<file path="src/core/plmc_pkg.sv">
// package for the port line mode control block: register map, field layout, codes
// assumes a single 20 MHz register clock and a plain address/strobe register port
package plmc_pkg;

    // ************************************************************
    // register map
    // ************************************************************
    localparam int unsigned ADDR_W = 8;
    localparam logic [ADDR_W-1:0] PORT_LINE_CONTROL_TWO_OFS = 8'h42;
    localparam logic [15:0] PORT_LINE_CONTROL_TWO_RST = 16'h0000;
    // writable bits; reserved bits 11, 7:6 and 2:0 stay zero
    localparam logic [15:0] PORT_LINE_CONTROL_TWO_WMASK = 16'hf738;

    // ************************************************************
    // field positions
    // ************************************************************
    localparam int unsigned TX_LINE_OUTPUT_ENABLE_BIT = 15;
    localparam int unsigned TX_ANALOG_TRISTATE_BIT = 14;
    localparam int unsigned RX_MONITOR_PREAMP_ENABLE_BIT = 13;
    localparam int unsigned TX_BUILDOUT_ENABLE_BIT = 12;
    localparam int unsigned INTERFACE_MODE_LSB = 8;
    localparam int unsigned FRAMING_MODE_LSB = 3;

    // ************************************************************
    // interface mode codes
    // ************************************************************
    localparam logic [2:0] IFM_UNIT_OFF = 3'h0;
    localparam logic [2:0] IFM_UNIT_ON = 3'h1;
    localparam logic [2:0] IFM_ATTEN_TX = 3'h2;
    localparam logic [2:0] IFM_ATTEN_RX = 3'h3;

    // ************************************************************
    // framing mode codes
    // ************************************************************
    localparam logic [2:0] FRM_DS3_CBIT = 3'h0;
    localparam logic [2:0] FRM_DS3_M23 = 3'h1;
    localparam logic [2:0] FRM_E3_G751 = 3'h2;
    localparam logic [2:0] FRM_E3_G832 = 3'h3;
    localparam logic [2:0] FRM_DS3_UNFRAMED = 3'h4;
    localparam logic [2:0] FRM_E3_UNFRAMED = 3'h6;

    typedef enum logic [1:0] {
        PLMC_CODE_ZS = 2'h0,  // b3zs on ds3, hdb3 on e3
        PLMC_CODE_AMI = 2'h1,
        PLMC_CODE_UNI = 2'h2
    } plmc_line_code_t;

    // ************************************************************
    // whole state of the register bank
    // ************************************************************
    typedef struct packed {
        logic tx_line_output_enable;
        logic tx_analog_tristate;
        logic rx_monitor_preamp_enable;
        logic tx_buildout_enable;
        logic [2:0] interface_mode_sel;
        logic [2:0] framing_mode_sel;
        logic [15:0] rdata;
    } plmc_state_t;

endpackage : plmc_pkg

</file>
<file path="src/core/plmc_mode_if.sv">
// interface carrying the mode fields to the decoder and the decoded controls back
// assumes both ends run on the same register clock; all signals are plain levels
`timescale 1ns/1ns
interface plmc_mode_if;
    logic [2:0] interface_mode_sel;
    logic [2:0] framing_mode_sel;
    logic tx_zero_suppress_disable;
    logic rx_zero_suppress_disable;
    logic unit_on;
    logic atten_on;
    logic atten_in_tx_path;
    logic ds3_framing;
    plmc_pkg::plmc_line_code_t line_code;

    modport dec (
        input interface_mode_sel,
        input framing_mode_sel,
        input tx_zero_suppress_disable,
        input rx_zero_suppress_disable,
        output unit_on,
        output atten_on,
        output atten_in_tx_path,
        output ds3_framing,
        output line_code
    );

    modport top (
        output interface_mode_sel,
        output framing_mode_sel,
        output tx_zero_suppress_disable,
        output rx_zero_suppress_disable,
        input unit_on,
        input atten_on,
        input atten_in_tx_path,
        input ds3_framing,
        input line_code
    );
endinterface : plmc_mode_if

</file>
<file path="src/core/plmc_mode_decode.sv">
// purely combinational decode of the interface mode and framing mode fields
// assumes its inputs come from registers on the same clock
`timescale 1ns/1ns
module plmc_mode_decode (
    plmc_mode_if.dec m
);

    // ************************************************************
    // interface mode decode
    // ************************************************************
    // any 1xx code is unipolar with everything off, so bit 2 dominates
    always_comb begin
        m.unit_on = 1'b0;
        m.atten_on = 1'b0;
        m.atten_in_tx_path = 1'b0;
        if (!m.interface_mode_sel[2]) begin
            unique case (m.interface_mode_sel)
                plmc_pkg::IFM_UNIT_OFF: begin
                    m.unit_on = 1'b0;
                end
                plmc_pkg::IFM_UNIT_ON: begin
                    m.unit_on = 1'b1;
                end
                plmc_pkg::IFM_ATTEN_TX: begin
                    m.unit_on = 1'b1;
                    m.atten_on = 1'b1;
                    m.atten_in_tx_path = 1'b1;
                end
                plmc_pkg::IFM_ATTEN_RX: begin
                    m.unit_on = 1'b1;
                    m.atten_on = 1'b1;
                end
                default: begin
                    m.unit_on = 1'b0;
                end
            endcase
        end
    end

    // ************************************************************
    // line code and framing family
    // ************************************************************
    // ami needs both suppress-disable flags; one alone keeps zero suppression
    always_comb begin
        if (m.interface_mode_sel[2]) begin
            m.line_code = plmc_pkg::PLMC_CODE_UNI;
        end else if (m.tx_zero_suppress_disable && m.rx_zero_suppress_disable) begin
            m.line_code = plmc_pkg::PLMC_CODE_AMI;
        end else begin
            m.line_code = plmc_pkg::PLMC_CODE_ZS;
        end
        m.ds3_framing = (m.framing_mode_sel == plmc_pkg::FRM_DS3_CBIT)
            || (m.framing_mode_sel == plmc_pkg::FRM_DS3_M23)
            || (m.framing_mode_sel == plmc_pkg::FRM_DS3_UNFRAMED);
    end

endmodule : plmc_mode_decode

</file>
<file path="src/core/plmc_port_line_mode_control.sv">
// port line mode control register bank and the line-side gating it drives
// assumes a host on a plain address/strobe port and framer/zero-suppress inputs on clk
//
// Behaviour
// - bit 15 clear forces line clock, pos/data and neg outputs low; set passes them
// - bit 14 set tri-states both analog transmit pins; clear drives them
// - the tri-state bit does nothing while the line interface is powered down
// - bit 13 enables the roughly 20 dB receive monitor pre-amplifier
// - bit 12 enables 225 foot build-out shaping, effective only in ds3 mode
// - interface mode field sits in bits 10:8, reset leaves interface and attenuator off
// - mode 000 off, 001 on, 010 attenuator tx, 011 attenuator rx, 1xx unipolar off
// - modes 000-011 use b3zs/hdb3, or ami when suppress-disable flags are set
// - framing field bits 5:3, resets to ds3 c-bit, 101 and 111 undefined
`timescale 1ns/1ns
module plmc_port_line_mode_control #(
    parameter int unsigned ADDR_W = plmc_pkg::ADDR_W
) (
    input wire logic clk,
    input wire logic rst,
    input wire logic [ADDR_W-1:0] reg_addr,
    input wire logic [15:0] reg_wdata,
    input wire logic reg_wr,
    input wire logic reg_rd,
    output logic [15:0] reg_rdata,
    input wire logic tx_zero_suppress_disable,
    input wire logic rx_zero_suppress_disable,
    input wire logic tx_line_clock_in,
    input wire logic tx_line_pos_data_in,
    input wire logic tx_line_neg_in,
    output logic tx_line_clock_out,
    output logic tx_line_pos_data,
    output logic tx_line_neg,
    output logic tx_analog_oe,
    output logic rx_monitor_preamp_enable,
    output logic tx_buildout_enable,
    output logic line_interface_unit_power,
    output logic jitter_attenuator_enable,
    output logic jitter_attenuator_in_tx_path,
    output logic [1:0] line_code,
    output logic [2:0] framing_mode_sel
);

    // ************************************************************
    // elaboration checks
    // ************************************************************
    // the register offset needs seven address bits
    if (ADDR_W < 7) begin : g_addr_check
        $error("plmc: ADDR_W too small for the register offset");
    end

    // ************************************************************
    // helpers
    // ************************************************************
    // register image as software sees it; reserved bits fall out as zero
    function automatic logic [15:0] plmc_image(input plmc_pkg::plmc_state_t s);
        logic [15:0] v;
        v = 16'h0000;
        v[plmc_pkg::TX_LINE_OUTPUT_ENABLE_BIT] = s.tx_line_output_enable;
        v[plmc_pkg::TX_ANALOG_TRISTATE_BIT] = s.tx_analog_tristate;
        v[plmc_pkg::RX_MONITOR_PREAMP_ENABLE_BIT] = s.rx_monitor_preamp_enable;
        v[plmc_pkg::TX_BUILDOUT_ENABLE_BIT] = s.tx_buildout_enable;
        v[plmc_pkg::INTERFACE_MODE_LSB +: 3] = s.interface_mode_sel;
        v[plmc_pkg::FRAMING_MODE_LSB +: 3] = s.framing_mode_sel;
        return v;
    endfunction : plmc_image

    function automatic logic plmc_hit(input logic [ADDR_W-1:0] a);
        return a == ADDR_W'(plmc_pkg::PORT_LINE_CONTROL_TWO_OFS);
    endfunction : plmc_hit

    // ************************************************************
    // state
    // ************************************************************
    plmc_pkg::plmc_state_t state_r;
    plmc_pkg::plmc_state_t state_nxt;
    logic [15:0] wval;

    // write merge and read capture; the host never waits
    always_comb begin
        state_nxt = state_r;
        wval = reg_wdata & plmc_pkg::PORT_LINE_CONTROL_TWO_WMASK;
        if (reg_wr && plmc_hit(reg_addr)) begin
            state_nxt.tx_line_output_enable = wval[plmc_pkg::TX_LINE_OUTPUT_ENABLE_BIT];
            state_nxt.tx_analog_tristate = wval[plmc_pkg::TX_ANALOG_TRISTATE_BIT];
            state_nxt.rx_monitor_preamp_enable = wval[plmc_pkg::RX_MONITOR_PREAMP_ENABLE_BIT];
            state_nxt.tx_buildout_enable = wval[plmc_pkg::TX_BUILDOUT_ENABLE_BIT];
            state_nxt.interface_mode_sel = wval[plmc_pkg::INTERFACE_MODE_LSB +: 3];
            state_nxt.framing_mode_sel = wval[plmc_pkg::FRAMING_MODE_LSB +: 3];
        end
        // read data stand for exactly the cycle after the strobe
        if (reg_rd && plmc_hit(reg_addr)) begin
            state_nxt.rdata = plmc_image(state_r);
        end else begin
            state_nxt.rdata = 16'h0000;  // unmapped or idle reads return zero
        end
    end

    // everything resets to zero: line interface off, ds3 c-bit framing
    always_ff @(posedge clk) begin
        if (rst) begin
            state_r <= '0;
        end else begin
            state_r <= state_nxt;
        end
    end

    assign reg_rdata = state_r.rdata;

    // ************************************************************
    // mode decode
    // ************************************************************
    plmc_mode_if mode_if ();

    assign mode_if.interface_mode_sel = state_r.interface_mode_sel;
    assign mode_if.framing_mode_sel = state_r.framing_mode_sel;
    assign mode_if.tx_zero_suppress_disable = tx_zero_suppress_disable;
    assign mode_if.rx_zero_suppress_disable = rx_zero_suppress_disable;

    plmc_mode_decode u_decode (
        .m(mode_if.dec)
    );

    // ************************************************************
    // line side outputs
    // ************************************************************
    // gating stays combinational so the line clock keeps its own edges
    assign tx_line_clock_out = tx_line_clock_in & state_r.tx_line_output_enable;
    assign tx_line_pos_data = tx_line_pos_data_in & state_r.tx_line_output_enable;
    assign tx_line_neg = tx_line_neg_in & state_r.tx_line_output_enable;

    // a powered-down interface drives nothing, whatever the tri-state bit says
    assign tx_analog_oe = mode_if.unit_on & ~state_r.tx_analog_tristate;
    assign rx_monitor_preamp_enable = state_r.rx_monitor_preamp_enable;
    // build-out has no meaning for e3 pulses or with the interface off
    assign tx_buildout_enable = state_r.tx_buildout_enable & mode_if.unit_on
        & mode_if.ds3_framing;
    assign line_interface_unit_power = mode_if.unit_on;
    assign jitter_attenuator_enable = mode_if.atten_on;
    assign jitter_attenuator_in_tx_path = mode_if.atten_in_tx_path;
    assign line_code = mode_if.line_code;
    assign framing_mode_sel = state_r.framing_mode_sel;

endmodule : plmc_port_line_mode_control

</file>
<file path="config.mk">
export PLATFORM = sky130hd
export DESIGN_NAME = plmc_port_line_mode_control
export DESIGN_NICKNAME = d
export VERILOG_FILES = /design/src/core/plmc_pkg.sv /design/src/core/plmc_mode_if.sv /design/src/core/plmc_mode_decode.sv /design/src/core/plmc_port_line_mode_control.sv
export SDC_FILE = /design/constraint.sdc
export NUM_CORES = 1
export LEC_CHECK = 0
export ABC_AREA = 1
export BUFFER_PORTS_ARGS = -buffer_cell sky130_fd_sc_hd__buf_2
export CAP_MARGIN = 20
export CORE_ASPECT_RATIO = 1.4
export CORE_MARGIN = 2
export CORE_UTILIZATION = 35
export CTS_BUF_LIST = sky130_fd_sc_hd__clkbuf_16
export CTS_CLUSTER_SIZE = 10
export DETAILED_ROUTE_END_ITERATION = 8
export PLACE_DENSITY_LB_ADDON = 0.05
export SLEW_MARGIN = 40
export SYNTH_ARGS = -nofsm -noshare
export SYNTH_HDL_FRONTEND = slang
export SYNTH_SLANG_ARGS = --single-unit
</file>
<file path="constraint.sdc">
create_clock -name clk -period 1.3 [get_ports clk]
set_input_delay 0.065 -clock clk [delete_from_list [all_inputs] [get_ports clk]]
set_output_delay 0.065 -clock clk [all_outputs]
set_load 0.01 [all_outputs]
</file>
==> summary.md <==
| Metric | Value |
|---|---|
| Proportion of layout cells with a drive suffix above 1 | `32.5%` |
| # clock sinks | `20` |
| RSZ-0062 raised after global routing | `false` |
| Worst vdd ir | `0.00101 V` |
| Setup crit end kind | `output port` |
| Commonest non-fill, non-tap cell in the layout | `buf_2` |
| Tcrit/Tclk final | `91.3%` |
| Post-Layout Cell Count | `228` |
| Worst-path clk slew | `50 ps` |
| Pre-CTS setup slack | `219 ps` |
| Reg2reg setup slack | `570 ps` |
| Syn. warnings | `0` |
| Wirelength, routed | `1.86 mm` |
| Seq/Total Area, Yosys | `37.3%` |
| Multi-input gate area | `367 sq um` |
| First-pass GRT wire length | `3.28 mm` |
| Status | `finished, final reports clean` |
| Mean Syn Cell Area | `6.93 sq um` |
| Flip-flop and latch area | `400 sq um` |
| Post-DRT Antenna Nets | `0` |
| Die area | `3540 sq um` |
| Area contributors post-synth | `dfxtp_1 37%, buf_4 15%, inv_1 14%, nand2_1 9.1%, nor2_1 8.0%` |
| Placed cells | `224` |
| Starting Density | `37.0%` |
| Nets | `225` |
| Slowest-stage cell, CP | `dfxtp_1` |
| Fillers | `328` |
| Leak | `0.789 nW` |
| Register bit total from synthesis | `20` |
| Hold Buf Count CTS | `0` |
| Vias per cell | `3.83` |
| Number of I/O pins | `63` |
| Worst skew pair latency | `250 ps` |
| Yosys top cell by area | `dfxtp_1` |
| Required time worst endpoint | `1240 ps` |
| Fmax | `0.842 GHz` |
| Clk root buf | `clkbuf_16` |
| Initial drt markers | `5` |
| Routed via count | `874` |
| Hold/Removal Path Class | `in2reg` |
| Crit-path max FO | `5` |
| Hold Vio Cnt, Final | `0` |
| Critical path startpoint category | `flop` |
| Critical path type | `reg2out` |
| Clock buffer depth | `2` |
| Initial antenna violation count | `0` |
| Row count | `23` |
| Fin Hold WS | `133 ps` |
| Port buffer count | `50` |
| Largest net degree at the start of global routing | `13` |
| Pwr dens | `1160 nW/um^2` |
| Setup-failing EPs final | `0` |
| Cells after synthesis | `155` |
| CP arrival | `1120 ps` |
| Initial DRT Pass Iterations | `4` |
| Die Width | `50.8 um` |
| HPWL after detailed placement | `1.53 mm` |
| Setup ws final | `113 ps` |
| Max-slew violation count | `0` |
| Htree depth | `1` |
| GRT Total Usage | `12.0%` |
| Setup tns final | `0 ps` |
| Inserted Clock Buffers | `3` |
| Antenna diodes | `0` |
| Area share of the largest cell type after synthesis | `37.3%` |
| P&R area growth vs syn | `23.7%` |
| Max Cap Viol | `0` |
| RD Place Congestion | `0.717` |
| Yosys cell types | `16` |
| CORE AREA | `2910 sq um` |
| Highest-count cells in the layout ignoring fill and taps | `50 x buf_2, 41 x inv_1, 26 x nand2_1` |
| Min Tclk post-route | `1190 ps` |
| CTS tree | `yes` |
| CP max stage delay | `330 ps` |
| Critical Path, Cell by Cell | `inv_1 -> o21ai_2 -> nor3_1 -> buf_2` |
| Wirelength per Cell | `8.18 um` |
| Die Ht | `69.6 um` |
| Mapped cell area | `1070 sq um` |
| Global route overflow | `0` |
| Number of remaining DRC errors | `0` |
| Vias in the first global route | `855` |
| Clk_skew | `4.09 ps` |
## flip-flops by register name, summed over array words and instances (netlist names)
register / cells
framing_mode_sel: 3
mode_if.interface_mode_sel: 3
reg_rdata: 10
rx_monitor_preamp_enable: 1
state_r: 3
## routing by layer
metal  part of all wire (%)  vias up  track usage [%]  wire length (um)
li1                       -      491                -                 -
met1                     42      340             13.3               787
met2                     48       38             20.3               886
met3                    6.7        5             1.29               125
met4                    3.4        0             9.01                64
met5                      0        -                0                 0
## worst max-delay path, delay by kind of cell (launching register included)
kind,cells,cell delay [ps]
simple gates,1,180
compound gates,1,90
buf+inv,2,270
flops,1,330
## power by group
group | internal, W | switching (W) | total (W)
Sequential | 0.000614 | 0.000000443 | 0.000614
Combinational | 0.0000437 | 0.0000565 | 0.000100
Clock | 0.000610 | 0.000223 | 0.000834
Total | 0.00127 | 0.000280 | 0.00155
## cells in the mapped netlist
master and count:
inv_1 41, dfxtp_1 20, nand2_1 26, nor2_1 23
o21ai_0 2, nand4_1 10, nor2_4 2, buf_6 1
conb_1 1, nand4_4 1, clkbuf_1 1, buf_1 1
buf_4 21, nand2_2 2, nor3_1 2, nand3_4 1
## per-stage QoR
stage               cell area [sq um]  total power, W  utilization [%]
CTS                              1330         0.00156             45.6
finish                           1330         0.00155             45.8
floorplan                        1090        0.000696                -
detailed placement               1220        0.000729             42.0
global route                     1330         0.00160             45.8
global placement                 1220        0.000727             42.0
## layout make-up
type | instances | area share [%]
sequential | 20 | 30.1
multi-input combinational | 75 | 27.6
timing repair buffer | 51 | 19.4
inverter | 41 | 11.6
clock buffer | 3 | 5.64
tap | 37 | 3.48
clock inverter | 1 | 2.26
## path summary, 6_finish.rpt
check,end,from,cells after the start
setup reg to reg,mode_if.interface_mode_sel[2]$_SDFFE_PP0P_,mode_if.interface_mode_sel[2]$_SDFFE_PP0P_,4
hold / removal,state_r[25]$_SDFFE_PP0P_,reg_wdata[15],5
hold reg to reg,reg_rdata[13]$_SDFF_PP0_,rx_monitor_preamp_enable$_SDFFE_PP0P_,2
setup / recovery,tx_buildout_enable,mode_if.interface_mode_sel[2]$_SDFFE_PP0P_,4
## cell families after synthesis
family                 count (synthesis)  synth area share (%)
DFF                                   20                  37.3
other                                  1                 0.349
AOI/OAI and AO/OA                      2                 0.931
and+or+nand+nor                       67                  30.7
buffers and inverters                 65                  30.7
## timing repair
| item | in CTS | in global routing |
|---|---|---|
| buffers inserted | 0 | 0 |
| gates resized for setup | 0 | 2 |
| hold endpoints to repair | 0 | 0 |
| setup endpoints to repair | 0 | 2 |
Power figures use the tool's default switching activity.
